==> config.mk <==
export PLATFORM = sky130hd
export DESIGN_NAME = pmaed_decoder
export DESIGN_NICKNAME = d
export VERILOG_FILES = /design/src/pmaed_pkg.sv /design/src/pmaed_decoder.sv
export SDC_FILE = /design/constraint.sdc
export NUM_CORES = 1
export LEC_CHECK = 0
export ABC_AREA = 0
export BUFFER_PORTS_ARGS = -buffer_cell sky130_fd_sc_hd__buf_2
export CAP_MARGIN = 25
export CORE_UTILIZATION = 57
export CTS_BUF_LIST = sky130_fd_sc_hd__clkbuf_2
export DETAILED_ROUTE_END_ITERATION = 8
export GPL_ROUTABILITY_DRIVEN = 1
export PLACE_DENSITY = 0.8
export SYNTH_ARGS = -nofsm -noshare
export SYNTH_HDL_FRONTEND = slang
export SYNTH_SLANG_ARGS = --single-unit
==> constraint.sdc <==
create_clock -name CLK -period 2 [get_ports CLK]
set_input_delay 0.2 -clock CLK [delete_from_list [all_inputs] [get_ports CLK]]
set_output_delay 0.2 -clock CLK [all_outputs]
set_load 0.02 [all_outputs]
==> src/pmaed_pkg.sv <==
// Summary of operation
// - Printer port ranges form one group that may reload the idle timer.
// - Each serial range enabled alone; raises its event, counter and idle reload.
// - Disk event is floppy OR hard disk; reloads disk and optionally idle timer.
// - Floppy data port counts toward disk event only while its exclude bit is zero.
// - Primary hard disk ports count while exclude bit is zero, any bus.
// - Integrated IDE accesses raise their event; select bit picks primary or secondary.
// - Integrated drive event uses only the internal IDE decode, not disk bits.
// - Keyboard ports raise keyboard event, reload keyboard and idle timers.
// - Video I/O and memory ranges each included while their mask bit is zero.
// - Video event reloads timers; AT-bus included on bit7 zero, VL-bus on bit6 one.
// - With hold bit set, next video access after expiry raises hold before SMI.
// - Hold drops once SMI has been raised in the hold sequence.
// - Four chip selects decode memory or I/O reads, writes or both.
// - Each chip select event can reload the idle timer through its own bit.
// - Two general range monitors, each with its own counter and any one range.
// - General range timeout with no activity raises an SMI-capable interrupt.
// - Memory mode compares address bits 23 to 14 instead of 9 to 0.
// - In memory mode read and write enables qualify memory cycles.
// - After timeout, next qualifying write to a trapped range raises SMI and reloads.
// - Enabled non-general, non-serial, non-select events reload doze when enabled.
package pmaed_pkg;
    localparam logic [7:0] REG_RESET = 8'h00;
    localparam logic [7:0] VIDEO_RANGE_SELECT_OFS = 8'h43;
    localparam logic [7:0] DISK_SOURCE_SELECT_OFS = 8'h57;
    localparam logic [7:0] VIDEO_BUS_SELECT_OFS = 8'h5f;
    localparam logic [7:0] NEXT_ACCESS_HOLD_OFS = 8'hd5;
    localparam logic [7:0] DOZE_CONTROL_OFS = 8'h41;
    localparam logic [7:0] IDLE_RELOAD_A_OFS = 8'h4e;
    localparam logic [7:0] IDLE_RELOAD_B_OFS = 8'hbe;
    localparam logic [7:0] NEXT_TRAP_A_OFS = 8'h5b;
    localparam logic [7:0] NEXT_TRAP_B_OFS = 8'hdb;
    localparam logic [7:0] IDE_SELECT_OFS = 8'hac;
    localparam logic [7:0] GR1_BASE_OFS = 8'h48;
    localparam logic [7:0] GR1_CTL_OFS = 8'h49;
    localparam logic [7:0] GR2_BASE_OFS = 8'hb8;
    localparam logic [7:0] GR2_CTL_OFS = 8'hb9;
    localparam logic [7:0] GR_FEATURE_OFS = 8'hae;
    localparam logic [7:0] CS0_BASE_OFS = 8'h4a;
    localparam logic [7:0] CS0_CTL_OFS = 8'h4b;
    localparam logic [7:0] CS1_BASE_OFS = 8'h4c;
    localparam logic [7:0] CS1_CTL_OFS = 8'h4d;
    localparam logic [7:0] CS2_BASE_OFS = 8'hbc;
    localparam logic [7:0] CS2_CTL_OFS = 8'hbd;
    localparam logic [7:0] CS3_BASE_OFS = 8'hba;
    localparam logic [7:0] CS3_CTL_OFS = 8'hbb;
    localparam logic [7:0] EVENT_ENABLE_OFS = 8'hc0;
    localparam logic [7:0] EXPIRED_STATUS_OFS = 8'hc1;
    localparam int NUM_SLOTS = 24;
    localparam logic [4:0] SLOT_NONE = 5'h1f;
    localparam logic [4:0] SLOT_STATUS = 5'h18;
    // Bit positions
    localparam int VR_IO_OFF = 7;
    localparam int VR_MEM_OFF = 6;
    localparam int DS_FDD_OFF = 5;
    localparam int DS_HDD_OFF = 4;
    localparam int VB_AT_OFF = 7;
    localparam int VB_VL_ON = 6;
    localparam int HOLD_EN = 0;
    localparam int DOZE_RELOAD = 1;
    localparam int IDE_SECONDARY = 2;
    localparam int CTL_WRITE = 6;
    localparam int CTL_READ = 5;
    // Source index: matches next-trap bits {db[3:0],5b[3:0]}
    localparam int SRC_VIDEO = 0;
    localparam int SRC_DISK = 1;
    localparam int SRC_KBD = 2;
    localparam int SRC_GR1 = 3;
    localparam int SRC_GR2 = 4;
    localparam int SRC_SERA = 5;
    localparam int SRC_SERB = 6;
    localparam int SRC_IDE = 7;
    localparam int CLK_PERIOD_NS = 4;
    localparam int HOLD_TIME_NS = 8;
    localparam logic [3:0] HOLD_CYCLES =
        4'((HOLD_TIME_NS + CLK_PERIOD_NS - 1) / CLK_PERIOD_NS);
    typedef enum logic [2:0] {
        HS_IDLE = 3'b001,
        HS_HOLD = 3'b010,
        HS_SMI = 3'b100
    } pmaed_hold_type;
    function automatic logic [4:0] slot_of(input logic [7:0] a);
        case (a)
            VIDEO_RANGE_SELECT_OFS: slot_of = 5'h00;
            DISK_SOURCE_SELECT_OFS: slot_of = 5'h01;
            VIDEO_BUS_SELECT_OFS: slot_of = 5'h02;
            NEXT_ACCESS_HOLD_OFS: slot_of = 5'h03;
            DOZE_CONTROL_OFS: slot_of = 5'h04;
            IDLE_RELOAD_A_OFS: slot_of = 5'h05;
            IDLE_RELOAD_B_OFS: slot_of = 5'h06;
            NEXT_TRAP_A_OFS: slot_of = 5'h07;
            NEXT_TRAP_B_OFS: slot_of = 5'h08;
            IDE_SELECT_OFS: slot_of = 5'h09;
            GR1_BASE_OFS: slot_of = 5'h0a;
            GR1_CTL_OFS: slot_of = 5'h0b;
            GR2_BASE_OFS: slot_of = 5'h0c;
            GR2_CTL_OFS: slot_of = 5'h0d;
            GR_FEATURE_OFS: slot_of = 5'h0e;
            CS0_BASE_OFS: slot_of = 5'h0f;
            CS0_CTL_OFS: slot_of = 5'h10;
            CS1_BASE_OFS: slot_of = 5'h11;
            CS1_CTL_OFS: slot_of = 5'h12;
            CS2_BASE_OFS: slot_of = 5'h13;
            CS2_CTL_OFS: slot_of = 5'h14;
            CS3_BASE_OFS: slot_of = 5'h15;
            CS3_CTL_OFS: slot_of = 5'h16;
            EVENT_ENABLE_OFS: slot_of = 5'h17;
            EXPIRED_STATUS_OFS: slot_of = SLOT_STATUS;
            default: slot_of = SLOT_NONE;
        endcase
    endfunction : slot_of
endpackage : pmaed_pkg

==> src/pmaed_decoder.sv <==
`timescale 1ns/10ps
module pmaed_decoder (
    input wire logic CLK,
    input wire logic RST_N,
    input wire logic [7:0] REG_ADDR,
    input wire logic [7:0] REG_WDATA,
    input wire logic REG_WR,
    input wire logic REG_RD,
    output logic [7:0] REG_RDATA,
    input wire logic CYC_VALID,
    input wire logic CYC_MEM,
    input wire logic CYC_WRITE,
    input wire logic CYC_VLB,
    input wire logic CYC_IDE_INT,
    input wire logic [23:0] CYC_ADDR,
    input wire logic [7:0] TIMER_TIMEOUT,
    output logic SERIAL_A_EVENT,
    output logic SERIAL_B_EVENT,
    output logic DISK_EVENT,
    output logic INTEGRATED_DRIVE_EVENT,
    output logic KEYBOARD_EVENT,
    output logic VIDEO_EVENT,
    output logic GENERAL_RANGE_ONE_EVENT,
    output logic GENERAL_RANGE_TWO_EVENT,
    output logic PRINTER_PORT_GROUP_EVENT,
    output logic [3:0] CHIP_SELECT_EVENT,
    output logic [3:0] CHIP_SELECT_LINES_N,
    output logic IDLE_RELOAD,
    output logic DOZE_RELOAD,
    output logic [1:0] GENERAL_RANGE_PMI,
    output logic NEXT_ACCESS_SMI,
    output logic AHOLD
);
    typedef struct packed {
        logic [pmaed_pkg::NUM_SLOTS-1:0][7:0] regs;
        logic [7:0] rdata;
        logic valid_q;
        logic [7:0] expired;
        logic [1:0] gr_started;
        pmaed_pkg::pmaed_hold_type hold;
        logic [3:0] hold_cnt;
        logic [7:0] ev;
        logic printer_ev;
        logic [3:0] cs_ev;
        logic [3:0] cs_n;
        logic idle_rl;
        logic doze_rl;
        logic [1:0] gr_pmi;
        logic smi;
        logic ahold;
    } pmaed_state_type;

    pmaed_state_type s_reg;
    pmaed_state_type s_next;

    function automatic logic io_in(input logic [23:0] a,
                                   input logic [15:0] lo,
                                   input logic [15:0] hi);
        io_in = (a[15:0] >= lo) && (a[15:0] <= hi);
    endfunction : io_in

    // Ten compare bits: A[9:0] for I/O, A[23:14] for memory
    function automatic logic gr_hit(input logic [23:0] a,
                                    input logic mem,
                                    input logic wr,
                                    input logic [7:0] base,
                                    input logic [7:0] ctl,
                                    input logic mode,
                                    input logic a0,
                                    input logic m0);
        logic [9:0] cmp;
        logic [9:0] ref_bits;
        logic [9:0] msk;
        cmp = mem ? a[23:14] : a[9:0];
        ref_bits = {ctl[7], base, a0};
        msk = {4'h0, ctl[4:0], m0};
        gr_hit = (mem == mode) && ((cmp ^ ref_bits) & ~msk) == 10'h000
            && (wr ? ctl[pmaed_pkg::CTL_WRITE] : ctl[pmaed_pkg::CTL_READ]);
    endfunction : gr_hit

    // Select base: A[9:2] I/O or A[23:16] memory; ctl[7] picks memory
    function automatic logic cs_hit(input logic [23:0] a,
                                    input logic mem,
                                    input logic wr,
                                    input logic [7:0] base,
                                    input logic [7:0] ctl);
        logic [7:0] cmp;
        cmp = mem ? a[23:16] : a[9:2];
        cs_hit = (mem == ctl[7]) && ((cmp ^ base) & {3'h7, ~ctl[4:0]}) == 8'h00
            && (wr ? ctl[pmaed_pkg::CTL_WRITE] : ctl[pmaed_pkg::CTL_READ]);
    endfunction : cs_hit

    logic [7:0] vr;
    logic [7:0] ds;
    logic [7:0] vb;
    logic [7:0] idle_a;
    logic [7:0] idle_b;
    logic [7:0] en;
    logic [7:0] feat;
    logic [7:0] next_en;
    logic start;
    logic io;
    logic fdd;
    logic hdd;
    logic ide_rng;
    logic vid_rng;
    logic vid_bus;
    logic printer_hit;
    logic [7:0] hit;
    logic [3:0] cs_dec;
    logic [3:0] cs_now;
    logic [7:0] trap;
    logic video_trap;
    logic [4:0] wslot;
    logic [4:0] rslot;

    assign vr = s_reg.regs[0];
    assign ds = s_reg.regs[1];
    assign vb = s_reg.regs[2];
    assign idle_a = s_reg.regs[5];
    assign idle_b = s_reg.regs[6];
    assign next_en = {s_reg.regs[8][3:0], s_reg.regs[7][3:0]};
    assign feat = s_reg.regs[14];
    assign en = s_reg.regs[23];
    // One decode per cycle, however long the cycle lasts
    assign start = CYC_VALID & ~s_reg.valid_q;
    assign io = ~CYC_MEM;
    assign printer_hit = start & io & (io_in(CYC_ADDR, 16'h0378, 16'h037f)
        | io_in(CYC_ADDR, 16'h0278, 16'h027f)
        | io_in(CYC_ADDR, 16'h03b8, 16'h03bf));
    assign fdd = io & (CYC_ADDR[15:0] == 16'h03f5)
        & ~ds[pmaed_pkg::DS_FDD_OFF];
    assign hdd = io & (io_in(CYC_ADDR, 16'h01f0, 16'h01f7)
        | CYC_ADDR[15:0] == 16'h03f6) & ~ds[pmaed_pkg::DS_HDD_OFF];
    assign ide_rng = s_reg.regs[9][pmaed_pkg::IDE_SECONDARY]
        ? (io_in(CYC_ADDR, 16'h0170, 16'h0177) | CYC_ADDR[15:0] == 16'h0377)
        : (io_in(CYC_ADDR, 16'h01f0, 16'h01f7) | CYC_ADDR[15:0] == 16'h03f6);
    assign vid_rng = (io & io_in(CYC_ADDR, 16'h03b0, 16'h03df)
            & ~vr[pmaed_pkg::VR_IO_OFF])
        | (CYC_MEM & CYC_ADDR >= 24'h0a0000 & CYC_ADDR <= 24'h0bffff
            & ~vr[pmaed_pkg::VR_MEM_OFF]);
    assign vid_bus = (~CYC_VLB & ~vb[pmaed_pkg::VB_AT_OFF])
        | (CYC_VLB & vb[pmaed_pkg::VB_VL_ON]);

    always_comb begin
        hit = 8'h00;
        hit[pmaed_pkg::SRC_SERA] = start & io & en[0]
            & io_in(CYC_ADDR, 16'h03f8, 16'h03ff);
        hit[pmaed_pkg::SRC_SERB] = start & io & en[1]
            & io_in(CYC_ADDR, 16'h02f8, 16'h02ff);
        hit[pmaed_pkg::SRC_DISK] = start & en[2] & (fdd | hdd);
        // Internal IDE claim only; disk mask bits play no part
        hit[pmaed_pkg::SRC_IDE] = start & io & en[3] & CYC_IDE_INT
            & ide_rng;
        hit[pmaed_pkg::SRC_KBD] = start & io & en[4]
            & (CYC_ADDR[15:0] == 16'h0060 | CYC_ADDR[15:0] == 16'h0064);
        hit[pmaed_pkg::SRC_VIDEO] = start & en[5] & vid_rng & vid_bus;
        hit[pmaed_pkg::SRC_GR1] = start & gr_hit(CYC_ADDR, CYC_MEM, CYC_WRITE,
            s_reg.regs[10], s_reg.regs[11], feat[4], feat[2], feat[0]);
        hit[pmaed_pkg::SRC_GR2] = start & gr_hit(CYC_ADDR, CYC_MEM, CYC_WRITE,
            s_reg.regs[12], s_reg.regs[13], feat[5], feat[3], feat[1]);
    end

    always_comb begin
        for (int i = 0; i < 4; i++) begin
            cs_dec[i] = cs_hit(CYC_ADDR, CYC_MEM, CYC_WRITE,
                s_reg.regs[15 + 2 * i], s_reg.regs[16 + 2 * i]);
        end
    end

    assign cs_now = cs_dec & {4{CYC_VALID}};

    // General ranges trap only on writes; others on any access
    always_comb begin
        trap = hit & s_reg.expired & next_en;
        trap[pmaed_pkg::SRC_GR1] = trap[pmaed_pkg::SRC_GR1] & CYC_WRITE;
        trap[pmaed_pkg::SRC_GR2] = trap[pmaed_pkg::SRC_GR2] & CYC_WRITE;
    end

    assign video_trap = trap[pmaed_pkg::SRC_VIDEO]
        & s_reg.regs[3][pmaed_pkg::HOLD_EN];
    assign wslot = pmaed_pkg::slot_of(REG_ADDR);
    assign rslot = wslot;

    always_comb begin
        s_next = s_reg;
        s_next.valid_q = CYC_VALID;
        // Register port
        if (REG_WR && wslot < pmaed_pkg::SLOT_STATUS) begin
            s_next.regs[wslot] = REG_WDATA;
        end
        if (REG_RD && rslot < pmaed_pkg::SLOT_STATUS) begin
            s_next.rdata = s_reg.regs[rslot];
        end else if (REG_RD && rslot == pmaed_pkg::SLOT_STATUS) begin
            s_next.rdata = s_reg.expired;
        end else begin
            s_next.rdata = 8'h00;
        end
        // Access reloads the counter, so expiry clears; timeout set wins
        s_next.expired = (s_reg.expired & ~hit) | TIMER_TIMEOUT;
        // First write starts a range counter
        if (hit[pmaed_pkg::SRC_GR1] && CYC_WRITE) begin
            s_next.gr_started[0] = 1'b1;
        end
        if (hit[pmaed_pkg::SRC_GR2] && CYC_WRITE) begin
            s_next.gr_started[1] = 1'b1;
        end
        s_next.gr_pmi = {TIMER_TIMEOUT[pmaed_pkg::SRC_GR2],
            TIMER_TIMEOUT[pmaed_pkg::SRC_GR1]} & s_reg.gr_started;
        // Events double as counter reloads
        s_next.ev = hit;
        s_next.printer_ev = printer_hit;
        s_next.cs_ev = cs_dec & {4{start}};
        s_next.cs_n = ~cs_now;
        s_next.idle_rl = (printer_hit & idle_a[5])
            | (hit[pmaed_pkg::SRC_VIDEO] & idle_a[0])
            | (hit[pmaed_pkg::SRC_DISK] & idle_a[1])
            | (hit[pmaed_pkg::SRC_KBD] & idle_a[2])
            | (hit[pmaed_pkg::SRC_GR1] & idle_a[3])
            | (hit[pmaed_pkg::SRC_IDE] & idle_b[2])
            | (hit[pmaed_pkg::SRC_GR2] & idle_b[3])
            | (hit[pmaed_pkg::SRC_SERA] & idle_b[4])
            | (hit[pmaed_pkg::SRC_SERB] & idle_b[5])
            | (|(cs_dec & {4{start}} & {idle_b[7:6], idle_a[7:6]}));
        s_next.doze_rl = s_reg.regs[4][pmaed_pkg::DOZE_RELOAD]
            & ((printer_hit & idle_a[5])
            | (hit[pmaed_pkg::SRC_VIDEO] & idle_a[0])
            | (hit[pmaed_pkg::SRC_DISK] & idle_a[1])
            | (hit[pmaed_pkg::SRC_KBD] & idle_a[2])
            | (hit[pmaed_pkg::SRC_IDE] & idle_b[2]));
        // Traps not held by the sequencer raise SMI at once
        s_next.smi = |(trap & ~{7'h00, video_trap});
        case (s_reg.hold)
            pmaed_pkg::HS_IDLE: begin
                s_next.ahold = 1'b0;
                if (video_trap) begin
                    s_next.hold = pmaed_pkg::HS_HOLD;
                    s_next.hold_cnt = pmaed_pkg::HOLD_CYCLES;
                    s_next.ahold = 1'b1;
                end
            end
            pmaed_pkg::HS_HOLD: begin
                // Give the CPU time to back off before SMI lands
                s_next.hold_cnt = s_reg.hold_cnt - 4'h1;
                if (s_reg.hold_cnt == 4'h1) begin
                    s_next.hold = pmaed_pkg::HS_SMI;
                    s_next.smi = 1'b1;
                end
            end
            pmaed_pkg::HS_SMI: begin
                s_next.hold = pmaed_pkg::HS_IDLE;
                s_next.ahold = 1'b0;
            end
            default: begin
                s_next.hold = pmaed_pkg::HS_IDLE;
                s_next.ahold = 1'b0;
            end
        endcase
    end

    always_ff @(posedge CLK or negedge RST_N) begin
        if (!RST_N) begin
            s_reg <= '{regs: '{default: pmaed_pkg::REG_RESET},
                       hold: pmaed_pkg::HS_IDLE,
                       cs_n: 4'hf,
                       default: '0};
        end else begin
            s_reg <= s_next;
        end
    end

    assign REG_RDATA = s_reg.rdata;
    assign SERIAL_A_EVENT = s_reg.ev[pmaed_pkg::SRC_SERA];
    assign SERIAL_B_EVENT = s_reg.ev[pmaed_pkg::SRC_SERB];
    assign DISK_EVENT = s_reg.ev[pmaed_pkg::SRC_DISK];
    assign INTEGRATED_DRIVE_EVENT = s_reg.ev[pmaed_pkg::SRC_IDE];
    assign KEYBOARD_EVENT = s_reg.ev[pmaed_pkg::SRC_KBD];
    assign VIDEO_EVENT = s_reg.ev[pmaed_pkg::SRC_VIDEO];
    assign GENERAL_RANGE_ONE_EVENT = s_reg.ev[pmaed_pkg::SRC_GR1];
    assign GENERAL_RANGE_TWO_EVENT = s_reg.ev[pmaed_pkg::SRC_GR2];
    assign PRINTER_PORT_GROUP_EVENT = s_reg.printer_ev;
    assign CHIP_SELECT_EVENT = s_reg.cs_ev;
    assign CHIP_SELECT_LINES_N = s_reg.cs_n;
    assign IDLE_RELOAD = s_reg.idle_rl;
    assign DOZE_RELOAD = s_reg.doze_rl;
    assign GENERAL_RANGE_PMI = s_reg.gr_pmi;
    assign NEXT_ACCESS_SMI = s_reg.smi;
    // Outside logic may gate this into a CPU backoff
    assign AHOLD = s_reg.ahold;

    hold_first_a: assert property (@(posedge CLK) disable iff (!RST_N)
        video_trap && s_reg.hold == pmaed_pkg::HS_IDLE
        |=> AHOLD && !NEXT_ACCESS_SMI ##1 AHOLD
            ##1 AHOLD && NEXT_ACCESS_SMI)
        else $error("hold not raised ahead of SMI");
    hold_smi_order_a: assert property (@(posedge CLK) disable iff (!RST_N)
        $rose(AHOLD) |-> !NEXT_ACCESS_SMI ##2 NEXT_ACCESS_SMI && AHOLD)
        else $error("SMI not raised while hold stands");
    hold_release_a: assert property (@(posedge CLK) disable iff (!RST_N)
        AHOLD && NEXT_ACCESS_SMI |=> !AHOLD)
        else $error("hold stays after SMI");
    event_pulse_a: assert property (@(posedge CLK) disable iff (!RST_N)
        CYC_VALID [*3] |=> !(VIDEO_EVENT || DISK_EVENT || KEYBOARD_EVENT))
        else $error("event repeated within one cycle");
    floppy_mask_a: assert property (@(posedge CLK) disable iff (!RST_N)
        start && io && CYC_ADDR[15:0] == 16'h03f5
            && ds[pmaed_pkg::DS_FDD_OFF] |=> !DISK_EVENT)
        else $error("excluded floppy access raised disk event");
    ide_alone_a: assert property (@(posedge CLK) disable iff (!RST_N)
        start && !CYC_IDE_INT |=> !INTEGRATED_DRIVE_EVENT)
        else $error("drive event without internal decode");
    video_bus_a: assert property (@(posedge CLK) disable iff (!RST_N)
        start && CYC_VLB && !vb[pmaed_pkg::VB_VL_ON] |=> !VIDEO_EVENT)
        else $error("VL video access not masked");
    gr_read_trap_a: assert property (@(posedge CLK) disable iff (!RST_N)
        hit[pmaed_pkg::SRC_GR1] && !CYC_WRITE && trap == 8'h00
            && s_reg.hold == pmaed_pkg::HS_IDLE |=> !NEXT_ACCESS_SMI)
        else $error("read raised range trap");
    kbd_idle_a: assert property (@(posedge CLK) disable iff (!RST_N)
        hit[pmaed_pkg::SRC_KBD] && idle_a[2] |=> KEYBOARD_EVENT && IDLE_RELOAD)
        else $error("keyboard access did not reload idle");
    doze_excl_a: assert property (@(posedge CLK) disable iff (!RST_N)
        !s_reg.regs[4][pmaed_pkg::DOZE_RELOAD] |=> !DOZE_RELOAD)
        else $error("doze reload while disabled");
endmodule : pmaed_decoder

==> metrics.md <==
| Metric | Value |
|---|---|
| Max Cap Violations | `0` |
| Place WS | `-1.271 ns` |
| Post-synth EDFFs | `0` |
| Die W | `150 µm` |
| CTS Sinks | `241` |
| Failing checks | `hold timing, setup timing` |
| Critical Path Fanout Max | `9` |
| Sequential area share after synthesis | `48.35%` |
| P&R area growth vs syn | `41.60%` |
| Sw Share | `30.74%` |
| WL/cell | `27.72 µm` |
| Finished Layout Cells | `1791` |
| Max Buffers Root-to-Sink | `3` |
| Most frequent cells in the layout | `236 x dfrtp_1, 230 x buf_4, 116 x mux2_2` |
| Mapped Area | `12490 µm²` |
| Final instance area | `17680 µm²` |
| Syn nets | `1128` |
| Detailed-route DRC error count | `0` |
| Fin. Hold Viols | `1` |
| Max Slew Vio Count | `0` |
| Vias per inst | `6.615` |
| Die area | `22500 µm²` |
| Critical Path RT | `2.80 ns` |
| Worst EP arrival | `3.18 ns` |
| Total Neg Setup Slack | `-5.331 ns` |
| IO Pins | `88` |
| Leading area contributor after synthesis | `dfrtp_1` |
| Die Ht | `150 µm` |
| Run status | `finished, violations left` |
| Cell area power density | `573.6 nW/µm²` |
| Max FFs per register | `146` |
| CORE AREA | `21220 µm²` |
| Routed Wire Length | `49.65 mm` |
| Psw | `3.118 mW` |
| Syn. warnings | `0` |
| Global-route wire length before repair | `68.20 mm` |
| DRT iter0 DRCs | `1322` |
| Worst-Skew Late Latency | `0.95 ns` |
| RSZ-0062 raised after global routing | `true` |
| Post-synthesis register bit count | `241` |
| Root buf cell | `clkbuf_2` |
| Largest net degree at the start of global routing | `65` |
| Setup Skew | `0.06962 ns` |
| Routed Antenna Nets | `0` |
| Leakage | `8.633 nW` |
| Initial antenna violation count | `1` |
| Synth top area share | `47.30%` |
| Hold_ws | `-0.004011 ns` |
| Clk slew on worst S/H paths | `0.12 ns` |
| GP Congestion | `1.077` |
| Dpl cells | `1591` |
| Setup CP Type | `input pin to register` |
| Port bufs | `87` |
| Synthesized area per cell | `11.68 µm²` |
| Top FF cell, synth | `dfrtp_1` |
| Total global-route track usage | `41.58%` |
| Cell Area, Placed | `15270 µm²` |
| 1st-pass router iterations | `6` |
| Distinct cells, synth | `79` |
| Post-route minimum period | `2.380 ns` |
| Vias | `11850` |
| Vias in the first global route | `11440` |
| Worst Tran Pin Value | `0.7670 ns` |
| Register share of total power | `50.9%` |
| CP endpoint kind | `register` |
| Clock Power Share | `33.4%` |
| H-tree levels | `2` |
| Commonest non-fill, non-tap cell in the layout | `dfrtp_1` |
| CTS tree | `built` |
| Internal | `7.023 mW` |
| Tcrit/Tclk final | `119.0%` |
| Rows | `53` |
| Worst Hold Class | `input pin to register` |
| Share of layout cells above drive strength 1 | `54.16%` |
| Cts bufs inserted | `61` |
| Tot Pwr | `10.14 mW` |
| Mapped Cells | `1069` |
| Comb power frac | `15.8%` |
| Top cells by area, synth | `dfrtp_1 47%, mux2_2 18%, xor2_1 3.2%` |
| Worst setup margin | `-0.3795 ns` |
| Peak VDD IR | `0.5553 mV` |
| # setup viols final | `36` |
| Async SR Flop Fraction | `100.0%` |
| Nets@finish | `1530` |
| Worst setup SP type | `input pin` |
| Max_slew headroom | `48.86%` |
| Fmax achieved | `420.3 MHz` |
| Initial Utilization | `58.84%` |
| Final HPWL DP | `32.10 mm` |
| Utilization after layout | `83.31%` |
| Total gr overflow | `0` |
[metal layers]
metal	routed length [µm]	GRT usage (%)
met1	18170	53.23
met2	22530	64.07
met3	5586	10.27
met4	3365	24.39
met5	0	0
[power groups by stage]
stage	clock network (mW)	logic, mW	registers, mW
after floorplan	0	0.617	5.18
after global placement	0	1.25	5.23
after detailed placement	0	1.27	5.23
after CTS	3.37	1.41	5.14
after global routing	3.66	1.66	5.17
final	3.39	1.60	5.16
[area by class of cell]
cell class	count	area (µm²)
multi-input combinational	738	7138
antenna	2	5.005
timing repair buffer	416	3562
sequential	241	6037
fill	1081	3541
clock buffer	82	410.4
inverter	13	48.80
clock inverter	24	133.9
tap	275	344.1
[cells in the mapped netlist (all sizes together), types with 6 or more instances]
cell	count
o211ai	6
xor2	45
nand4	10
nor2	59
nand2	64
o21ai	19
mux2	198
o21bai	9
a21oi	34
xnor2	15
mux2i	20
nor4	27
nand3	15
clkbuf	26
a22oi	28
o22a	7
a222oi	17
and3	14
nand2b	10
nor3	19
and2	6
buf	51
o22ai	16
dfrtp	236
inv	13
o221ai	12
[worst max-delay path, cell delays in order]
cell and delay, ns:
buf_2 0.20, buf_4 0.21, inv_1 0.12, nor4_1 0.40
o21ai_2 0.16, nor4b_4 0.17, buf_4 0.15, a211o_1 0.30
buf_12 0.15, buf_8 0.13, o221ai_1 0.30, a21oi_1 0.10
or3_1 0.40, a2bb2oi_1 0.18
[timing repair]
action / CTS / global route
cloned: 0 / 0
resized for setup: 81 / 123
hold buffers: 35 / 0
setup endpoints to repair: 182 / 189
buffers inserted: 18 / 43
hold endpoints to repair: 410 / 0
pin swaps: 40 / 57
[final timing paths]
path | slack (ns) | endpoint | from | cells past startpoint
setup reg to reg | -0.35 | s_reg[25] | vr[6] | 11
hold reg to reg | 0.49 | s_reg[31] | s_reg[31] | 1
max in group asynchronous | 1.14 | GENERAL_RANGE_PMI[1] | RST_N | 4
hold / removal | -0.004 | s_reg[39] | TIMER_TIMEOUT[7] | 3
setup / recovery | -0.38 | REG_RDATA[3] | REG_ADDR[0] | 14
min in group asynchronous | 0.39 | s_reg[27] | RST_N | 3
[logic make-up (layout without fill, tap and decap cells)]
kind of cell             after synthesis  after routing  share of synthesized area, %
AND/OR/NAND/NOR                      269            269                         12.84
flip-flops                           241            241                         48.35
multiplexers                         218            218                         19.46
AO/OA/AOI/OAI                        189            189                         11.06
buffers and inverters                 90            535                         3.878
XOR/XNOR                              60             60                         4.209
adder cells (fa/ha/maj)                2              2                        0.2004
other                                  0              2                             0
Power figures use the tool's default switching activity.
